===== config.mk =====
export PLATFORM = sky130hd
export DESIGN_NAME = byte_rotate_unit
export DESIGN_NICKNAME = d
export VERILOG_FILES = /design/src/byte_rotate_pkg.sv /design/src/byte_rotate_unit.sv
export SDC_FILE = /design/constraint.sdc
export NUM_CORES = 1
export LEC_CHECK = 0
export ABC_AREA = 1
export BUFFER_PORTS_ARGS = -buffer_cell sky130_fd_sc_hd__buf_4
export CORE_UTILIZATION = 40
export CTS_BUF_LIST = sky130_fd_sc_hd__clkbuf_2 sky130_fd_sc_hd__clkbuf_4 sky130_fd_sc_hd__clkbuf_8
export DETAILED_ROUTE_END_ITERATION = 8
export PLACE_DENSITY = 0.77
export SETUP_SLACK_MARGIN = 0.2
export SLEW_MARGIN = 30
export SYNTH_ARGS = -nofsm -noshare
export SYNTH_HDL_FRONTEND = slang
export SYNTH_SLANG_ARGS = --single-unit

===== constraint.sdc =====
create_clock -name i_clock -period 0.8 [get_ports i_clock]
set_input_delay 0.16 -clock i_clock [delete_from_list [all_inputs] [get_ports i_clock]]
set_output_delay 0.16 -clock i_clock [all_outputs]
set_load 0.01 [all_outputs]

===== src/byte_rotate_pkg.sv =====
// Notes on behaviour
// - left through carry, result to memory
// - left through carry, result to accumulator
// - plain right rotate, result to memory
// - plain right rotate to accumulator, flags kept
// - right through carry, result to memory
// - right through carry, result to accumulator
package byte_rotate_pkg;

  localparam int DATA_W = 8;
  localparam logic [DATA_W-1:0] DATA_RESET = 8'h00;
  localparam logic CARRY_RESET = 1'b0;
  localparam int MSB_POS = DATA_W - 1; // top bit of a byte
  localparam int LSB_POS = 0; // bottom bit of a byte

  // operation select from the instruction decoder
  typedef enum logic [2:0] {
    rot_left_cy_mem,
    rot_left_cy_acc,
    rot_right_mem,
    rot_right_acc,
    rot_right_cy_mem,
    rot_right_cy_acc
  } rot_op_e;

  // one request from the decoder
  typedef struct packed {
    logic valid;
    rot_op_e op;
    logic [DATA_W-1:0] operand;
    logic carry;
  } rot_req_s;

  // one answer toward memory, accumulator and carry
  typedef struct packed {
    logic mem_we;
    logic acc_we;
    logic carry_we;
    logic [DATA_W-1:0] result;
    logic carry;
  } rot_res_s;

endpackage : byte_rotate_pkg


===== src/byte_rotate_unit.sv =====
`timescale 1ns/100ps
module byte_rotate_unit
  import byte_rotate_pkg::*;
(
  input wire logic i_clock,
  input wire logic i_rst,
  input wire logic i_clock_en,
  input wire rot_req_s i_req,
  output rot_res_s o_res
);

  // all state of the unit
  typedef struct packed {
    rot_res_s res;
  } state_s;

  // what one operation code asks of the datapath
  typedef struct packed {
    logic legal; // one of the six rotate codes
    logic to_mem; // result goes back to the memory byte
    logic to_acc; // result goes to the accumulator
    logic thru_carry; // carry flag takes part in the rotate
    logic left; // rotate toward the top bit
  } op_flags_s;

  // state after reset: no strobes, result and carry cleared
  localparam state_s STATE_RESET = '{
    res: '{
      mem_we: 1'b0,
      acc_we: 1'b0,
      carry_we: 1'b0,
      result: DATA_RESET,
      carry: CARRY_RESET
    }
  };

  // decode an operation code into its datapath flags
  function automatic op_flags_s decode_op(input rot_op_e op);
    op_flags_s flags;
    flags = '{legal: 1'b0, to_mem: 1'b0, to_acc: 1'b0, thru_carry: 1'b0, left: 1'b0};
    unique case (op)
      // left through carry, back to memory
      rot_left_cy_mem: begin
        flags.legal = 1'b1;
        flags.to_mem = 1'b1;
        flags.thru_carry = 1'b1;
        flags.left = 1'b1;
      end

      // left through carry, into the accumulator
      rot_left_cy_acc: begin
        flags.legal = 1'b1;
        flags.to_acc = 1'b1;
        flags.thru_carry = 1'b1;
        flags.left = 1'b1;
      end

      // plain right, back to memory
      rot_right_mem: begin
        flags.legal = 1'b1;
        flags.to_mem = 1'b1;
      end

      // plain right, into the accumulator
      rot_right_acc: begin
        flags.legal = 1'b1;
        flags.to_acc = 1'b1;
      end

      // right through carry, back to memory
      rot_right_cy_mem: begin
        flags.legal = 1'b1;
        flags.to_mem = 1'b1;
        flags.thru_carry = 1'b1;
      end

      // right through carry, into the accumulator
      rot_right_cy_acc: begin
        flags.legal = 1'b1;
        flags.to_acc = 1'b1;
        flags.thru_carry = 1'b1;
      end

      default: begin
        flags.legal = 1'b0; // codes 6 and 7 write nothing
      end
    endcase
    return flags;
  endfunction : decode_op

  // carry after the rotate
  function automatic logic carry_after(
    input op_flags_s flags,
    input logic [DATA_W-1:0] operand,
    input logic carry_in
  );
    logic carry_next;
    carry_next = carry_in; // plain rotates keep the old carry
    if (flags.legal && flags.thru_carry) begin
      // the bit pushed out of the byte becomes the carry
      if (flags.left) begin
        carry_next = operand[MSB_POS];
      end else begin
        carry_next = operand[LSB_POS];
      end
    end
    return carry_next;
  endfunction : carry_after

  // bit that enters the free end of the byte
  function automatic logic fill_bit(
    input op_flags_s flags,
    input logic [DATA_W-1:0] operand,
    input logic carry_in
  );
    logic fill;
    fill = carry_in; // through-carry rotates feed the old carry in
    if (!flags.thru_carry) begin
      // plain rotates wrap the bit that falls off
      if (flags.left) begin
        fill = operand[MSB_POS];
      end else begin
        fill = operand[LSB_POS];
      end
    end
    return fill;
  endfunction : fill_bit

  // bits that move up one place on a left rotate
  logic [DATA_W-2:0] up_bits;
  // bits that move down one place on a right rotate
  logic [DATA_W-2:0] down_bits;

  // one wire per moving bit; the free end is filled apart
  genvar gi;
  generate
    for (gi = 0; gi < DATA_W - 1; gi++) begin : g_shift
      assign up_bits[gi] = i_req.operand[gi]; // lands in bit gi+1
      assign down_bits[gi] = i_req.operand[gi + 1]; // lands in bit gi
    end
  endgenerate

  // decoded request and the bits that cross an end
  op_flags_s op_flags;
  logic fill_in;
  logic carry_new;

  assign op_flags = decode_op(i_req.op);
  assign fill_in = fill_bit(op_flags, i_req.operand, i_req.carry);
  assign carry_new = carry_after(op_flags, i_req.operand, i_req.carry);

  // whole byte for each direction
  logic [DATA_W-1:0] left_byte;
  logic [DATA_W-1:0] right_byte;

  assign left_byte = {up_bits, fill_in};
  assign right_byte = {fill_in, down_bits};

  // registered state and its next value
  state_s state;
  state_s next_state;

  // compute one operation per accepted request
  always_comb begin
    next_state = state;
    // write strobes stand for one enabled cycle only
    next_state.res.mem_we = 1'b0;
    next_state.res.acc_we = 1'b0;
    next_state.res.carry_we = 1'b0;
    if (i_req.valid && op_flags.legal) begin
      unique case (i_req.op)
        rot_left_cy_mem: begin
          next_state.res.result = left_byte; // old carry enters bit 0
        end
        rot_left_cy_acc: begin
          next_state.res.result = left_byte;
        end
        rot_right_mem: begin
          next_state.res.result = right_byte; // bit 0 wraps to bit 7
        end
        rot_right_acc: begin
          next_state.res.result = right_byte;
        end
        rot_right_cy_mem: begin
          next_state.res.result = right_byte; // old carry enters bit 7
        end
        rot_right_cy_acc: begin
          next_state.res.result = right_byte;
        end
        default: begin
          next_state.res.result = state.res.result; // codes 6 and 7 change nothing
        end
      endcase
      next_state.res.carry = carry_new;
      next_state.res.mem_we = op_flags.to_mem;
      next_state.res.acc_we = op_flags.to_acc;
      next_state.res.carry_we = op_flags.thru_carry;
    end
  end

  // register the state; clock enable low freezes it all
  always_ff @(posedge i_clock or posedge i_rst) begin
    if (i_rst) begin
      state <= STATE_RESET;
    end else if (i_clock_en) begin
      state <= next_state;
    end
  end

  // outputs straight from the state flops
  assign o_res = state.res;

endmodule : byte_rotate_unit


==> results.yml, run 1 <==
worst_setup_path:
  critPathKind: "flop to output pin"
  critPathBufInv: 1
  startpoint_type: "flop"
  worstPathArrival_ns: 0.81
  crit_fanout: 2
  reg2reg_depth: 4
  crit_chain: "buf_6"
  cp.depth: 1
  crit_slowest_cell: "dfrtp_1"
  worstPathRequired_ns: 0.64
  end_kind: "output pin"
  crit_family: "flip-flops"
  critPathMaxStageDelay_ns: 0.40
synthesis:
  synth_area_um2: 670.6
  synthDistinctLibCells: 17
  ys_ff_latch: 12
  synthCells: 88
  synth_warnings: 0
  synth_fp_nets: 107
  syn_avg_cell_area_um2: 7.621
  ys_seq_area_share_pct: 44.78
clocking:
  clockRootBuffer: "clkbuf_4"
  cts.sinks: 12
  cts_tree: "built"
  clk_latency_ns: 0.27
  cts_buffers: 3
  htreeDepth: 1
  clockBufferDepth: 2
  clk_pin_slew_ns: 0.08
cells_and_area:
  layout_commonest_cell: "buf_4"
  largest_register_ffs: 12
  mostFrequentLayoutCells: "buf_4, nand2_1, buf_6, dfrtp_1, nand2_2"
  nNetsFinal: 162
  drive_gt1_share_pct: 56.03
  fillers: 88
  stdcell_count: 157
  diodes: 0
  areaGrowthSynthToFinish_pct: 91.79
global_route:
  met2_usage_pct: 44.24
  antenna_found_initial: 0
  grt_use_met1_pct: 26.01
  grt_max_degree: 13
  met3_usage_pct: 3.830
  grt_pass1_vias: 756
  overflow: 0
  grt_util_all_layers_pct: 24.10
  grt_pass1_wl_mm: 3.187
  top_usage_layer: "met2"
sta:
  rsz0062_at_grt: "yes"
  skew_ns: 0
  fmax_mhz: 1034
  fin_crit_sh_pct: 120.9
  slew_viol_final: 0
  finalCriticalPeriod_ns: 0.9673
  hold_violations: 0
  setup_ws_ns: -0.1673
  setup_viol: 19
  tns_ns: -2.224
  worstMarginPinSlew_ns: 0.2782
  slew_headroom_pct: 81.33
routing:
  drt_iter0_markers: 33
  avgViaCountPerCell: 5.414
  wl_per_cell_um: 14.84
  vias: 850
  drc: 0
  ant_nets: 0
  route.final.wire_length_mm: 2.330
  drt-pass1-iter-count: 4
placed_design:
  hpwlAfterDp_mm: 1.115
  place_inst: 134
  port_buffers: 27
  gp_congestion: 0.8122
  dp_worst_setup_slack_ns: -0.3209
die:
  dieWidth_um: 42.95
  dieHeight_um: 42.95
  core_um2: 1541
  dieArea_um2: 1844
  start_util_pct: 43.51
  rows: 14
  io_pins: 28
run:
  max_cap_violations: 0
power:
  finalPower_mw: 2.028
  ir_drop_mv: 1.092
  leakagePower_nw: 0.6724
  p_per_area_nw_per_um2: 1577
outcome:
  violations: "negative setup slack"
  status: "finished with violations"
worst_hold_path:
  hp-class: "primary input to flop"
  holdPathStages: 3
report_power, final:
part / switching (mW) / internal, mW / total (mW) / leakage (nW)
registers: 0.0668 / 0.702 / 0.769 / 0.150
logic: 0.371 / 0.507 / 0.878 / 0.509
clock network: 0.208 / 0.174 / 0.382 / 0.0138
stage by stage:
| step | util [%] | hold WS (ns) | instance area [µm²] |
|---|---|---|---|
| after floorplan | - | 0.02470 | 726.9 |
| after global placement | 62.58 | 0.1604 | 964.7 |
| after detailed placement | 62.58 | 0.1672 | 964.7 |
| after CTS | 78.90 | 0.1351 | 1216 |
| after global routing | 83.44 | 0.1359 | 1286 |
| final | 83.44 | 0.1343 | 1286 |
logic make-up (layout without fill, tap and decap cells):
| group | count (synthesis) | count (layout) | synth area share, % |
|---|---|---|---|
| and+or+nand+nor | 46 | 46 | 28.36 |
| DFF | 12 | 12 | 44.78 |
| adders and majority gates | 3 | 3 | 5.598 |
| AOI/OAI and AO/OA | 12 | 12 | 11.57 |
| buffers and inverters | 15 | 68 | 9.700 |
per-layer routing:
layer,vias to the layer above,wire length [µm]
met2,46,1160
met5,-,0
met4,0,78
met3,13,122
met1,406,968
li1,385,-
worst paths after layout:
check	startpoint	end	slack [ns]
worst min register to register	o_res[1]	o_res[1]	0.49
worst max register to register	o_res[5]	o_res[5]	-0.06
max in group asynchronous	i_rst	o_res[8]	0.25
worst max-delay path	o_res[10]	o_res[10]	-0.17
min in group asynchronous	i_rst	o_res[6]	0.42
worst min-delay path	i_req[3]	o_res[4]	0.13
repair_timing:
action	4_1_cts	5_1_grt
setup buffers	11	6
cloned	2	0
pin swaps	9	9
setup endpoints to repair	24	36
gates resized for setup	40	9
hold buffers	1	0
endpoints found under the hold margin	12	0
worst reg2reg max path, cell delays in order, from the launching register on:
cell     delay, ns
dfrtp_1       0.39
buf_4         0.14
buf_6         0.11
nand2_2       0.06
nand2_1       0.06
cells in the mapped netlist, drive strengths merged:
library cell | number | share of area (%)
o22ai | 2 | 1.9
o21a | 1 | 1.1
nand2 | 33 | 19
inv | 13 | 7.3
buf | 2 | 2.4
nor2 | 9 | 6.2
o211ai | 5 | 5.6
ha | 3 | 5.6
o21ai | 3 | 2.2
nand3 | 3 | 2.2
nand3b | 1 | 1.1
a21oi | 1 | 0.75
dfrtp | 12 | 45
cell type report:
class,instances,area [µm²],share of cell area (%)
Sequential cell,12,300.3,23.35
Tap cell,16,20.02,1.556
Clock buffer,3,22.52,1.751
Multi-Input combinational cell,61,387.9,30.16
Inverter,13,71.32,5.545
Timing Repair inverter,1,3.754,0.2918
Timing Repair Buffer,51,480.5,37.35
No activity file was read; power rests on OpenSTA's default activity.
==> inputs of run 2 (changes only) <==
--- a/config.mk
+++ b/config.mk
@@ -6,10 +6,9 @@
 export NUM_CORES = 1
 export LEC_CHECK = 0
-export ABC_AREA = 1
 export BUFFER_PORTS_ARGS = -buffer_cell sky130_fd_sc_hd__buf_4
 export CORE_UTILIZATION = 40
 export CTS_BUF_LIST = sky130_fd_sc_hd__clkbuf_2 sky130_fd_sc_hd__clkbuf_4 sky130_fd_sc_hd__clkbuf_8
 export DETAILED_ROUTE_END_ITERATION = 8
-export PLACE_DENSITY = 0.77
+export PLACE_DENSITY = 0.78
 export SETUP_SLACK_MARGIN = 0.2
 export SLEW_MARGIN = 30
==> constraint.sdc (replaced) <==
create_clock -name i_clock -period 0.8 [get_ports i_clock]
set_input_delay 0.2 -clock i_clock [delete_from_list [all_inputs] [get_ports i_clock]]
set_output_delay 0.2 -clock i_clock [all_outputs]
set_load 0.01 [all_outputs]
==> results.yml, run 2 <==
outcome:
  status: "finished with violations"
  violations: "negative hold slack, negative setup slack"
global_route:
  top_usage_layer: "met2"
  grt_pass1_wl_mm: 2.856
  grt_max_degree: 16
  met3_usage_pct: 1.304
  grt_pass1_vias: 598
  met2_usage_pct: 41.25
  grt_util_all_layers_pct: 22.60
  antenna_found_initial: 0
  overflow: 0
  grt_use_met1_pct: 27.93
placed_design:
  port_buffers: 27
  gp_congestion: 0.8064
  dp_worst_setup_slack_ns: -0.4455
  hpwlAfterDp_mm: 1.216
worst_setup_path:
  worstPathArrival_ns: 1.18
  critPathBufInv: 2
  crit_fanout: 15
  rr_startpoint: "o_res[11]"
  reg2reg_depth: 3
  crit_family: "buffers and inverters"
  timing.rr.end: "o_res[11]"
  ff2ff_setup_slack_ns: 0
  critPathMaxStageDelay_ns: 0.28
  crit_chain: "buf_12 > ha_4 > nand3b_1 > buf_6 > o31ai_1"
  crit_slowest_cell: "o31ai_1"
  end_kind: "flop"
  startpoint_type: "primary input"
  critPathKind: "primary input to flop"
  worstPathRequired_ns: 0.96
power:
  p_per_area_nw_per_um2: 1604
  p_seq_share_pct: 38.6
  finalPower_mw: 1.998
  leakagePower_nw: 0.5997
  switching_share_pct: 30.89
  combPwrFrac_pct: 42.7
  ir_drop_mv: 1.049
  p_sw_uw: 617.3
  power_frac_clock_pct: 18.7
  intPower_mw: 1.381
die:
  dieHeight_um: 41.55
  dieWidth_um: 41.55
  start_util_pct: 45.25
  core_um2: 1383
  dieArea_um2: 1726
  rows: 13
  io_pins: 28
synthesis:
  synth_largest_area_cell: "dfrtp_1"
  synth_ff_type: "dfrtp_1"
  synthDistinctLibCells: 18
  synthCells: 65
  yosys-top-cells-area: "dfrtp_1, mux2i_1, ha_1"
  yosysMostFrequentCell: "dfrtp_1"
  ys_seq_area_share_pct: 48.00
  synth_area_um2: 625.6
  async_reset_ff_share_pct: 100.0
  synth_fp_nets: 84
  netlist_top_cells_count: "dfrtp_1, nand2_1, inv_1, o21ai_0, mux2i_1"
  syn_avg_cell_area_um2: 9.625
  ys_ff_latch: 12
  synth_edf_count: 0
  synth_warnings: 0
  synth_top_area_share_pct: 48.00
clocking:
  clk_latency_ns: 0.26
  clk_pin_slew_ns: 0.08
  cts.sinks: 12
  clockRootBuffer: "clkbuf_4"
  cts_buffers: 3
  htreeDepth: 1
  clockBufferDepth: 2
  cts_tree: "built"
sta:
  setup_viol: 24
  slew_headroom_pct: 83.80
  finalCriticalPeriod_ns: 1.017
  fin_crit_sh_pct: 127.1
  slew_viol_final: 0
  hold_violations: 12
  rsz0062_at_grt: "yes"
  fmax_mhz: 983.7
  worstMarginPinSlew_ns: 0.2409
  skew_ns: 0
  whs_ns: -0.06691
  setup_ws_ns: -0.2166
routing:
  drc: 0
  ant_nets: 0
  wl_per_cell_um: 17.76
  drt-pass1-iter-count: 4
  route.final.wire_length_mm: 2.255
  avgViaCountPerCell: 5.417
  vias: 688
  drt_iter0_markers: 6
worst_hold_path:
  hp-class: "primary input to async pin"
run:
  max_cap_violations: 0
cells_and_area:
  layout_commonest_cell: "buf_4"
  mostFrequentLayoutCells: "buf_4, buf_6, dfrtp_1, nand2_1, o21ai_1"
  diodes: 0
  nNetsFinal: 133
  largest_register_ffs: 12
  drive_gt1_share_pct: 59.82
  areaGrowthSynthToFinish_pct: 99.20
[run 2: power groups by stage]
stage	logic, mW	registers, mW	clock network, mW
floorplan	0.219	0.802	0
global placement	0.532	0.756	0
detailed placement	0.552	0.762	0
CTS	0.708	0.765	0.371
global route	0.901	0.779	0.399
finish	0.853	0.771	0.374
[run 2: worst max-delay path by stage]
stage,cells past startpoint,slack (ns),start,to
after CTS,1,-0.20,o_res[11],o_res[11]
after global routing,5,-0.26,i_req[11],o_res[0]
after detailed placement,6,-0.45,i_req[10],o_res[11]
final,5,-0.22,i_req[11],o_res[0]
after floorplan,5,-0.22,i_req[10],o_res[0]
after global placement,6,-0.43,i_req[10],o_res[1]
[run 2: layout make-up]
class                           count  area, µm²
Inverter                            7      43.79
Clock buffer                        3      22.52
Sequential cell                    12      300.3
Tap cell                           15      18.77
Multi-Input combinational cell     43      410.4
Fill cell                          58      136.4
Timing Repair Buffer               47      450.4
[run 2: kinds of logic after synthesis]
kind of cell	Yosys count	share of synthesized area, %
AOI/OAI and AO/OA	16	15.40
adders and majority gates	3	6.001
buffers and inverters	10	6.600
DFF	12	48.00
muxes	6	9.600
and+or+nand+nor	18	14.40
[run 2: through the flow]
stage / hold slack (ns) / cells / util, % / setup TNS, ns / area [µm²]
after floorplan: 0.06470 / 65 / - / -1.890 / 699.4
after global placement: 0.2023 / 113 / 69.05 / -4.252 / 954.7
after detailed placement: 0.2077 / 113 / 69.05 / -4.579 / 954.7
after CTS: -0.07910 / 122 / 82.90 / -2.886 / 1146
after global routing: -0.05900 / 127 / 90.14 / -4.080 / 1246
final: -0.06691 / 127 / 90.14 / -3.659 / 1246
[run 2: what timing repair did]
item,CTS,global route
pin swaps,7,1
setup endpoints to repair,24,24
gates cloned,0,0
resized for setup,28,11
hold endpoints to repair,12,12
setup buffers,6,5
[run 2: routing by layer]
| layer | vias up | routed length, µm |
|---|---|---|
| li1 | 314 | - |
| met1 | 330 | 862 |
| met2 | 32 | 1128 |
| met3 | 12 | 128 |
| met4 | 0 | 135 |
| met5 | - | 0 |
[run 2: worst register-to-register path: cells and delay by family, from the launching register on]
kind	cells	cell delay [ns]
buf+inv	2	0.21
flops	1	0.41
compound gates	1	0.08
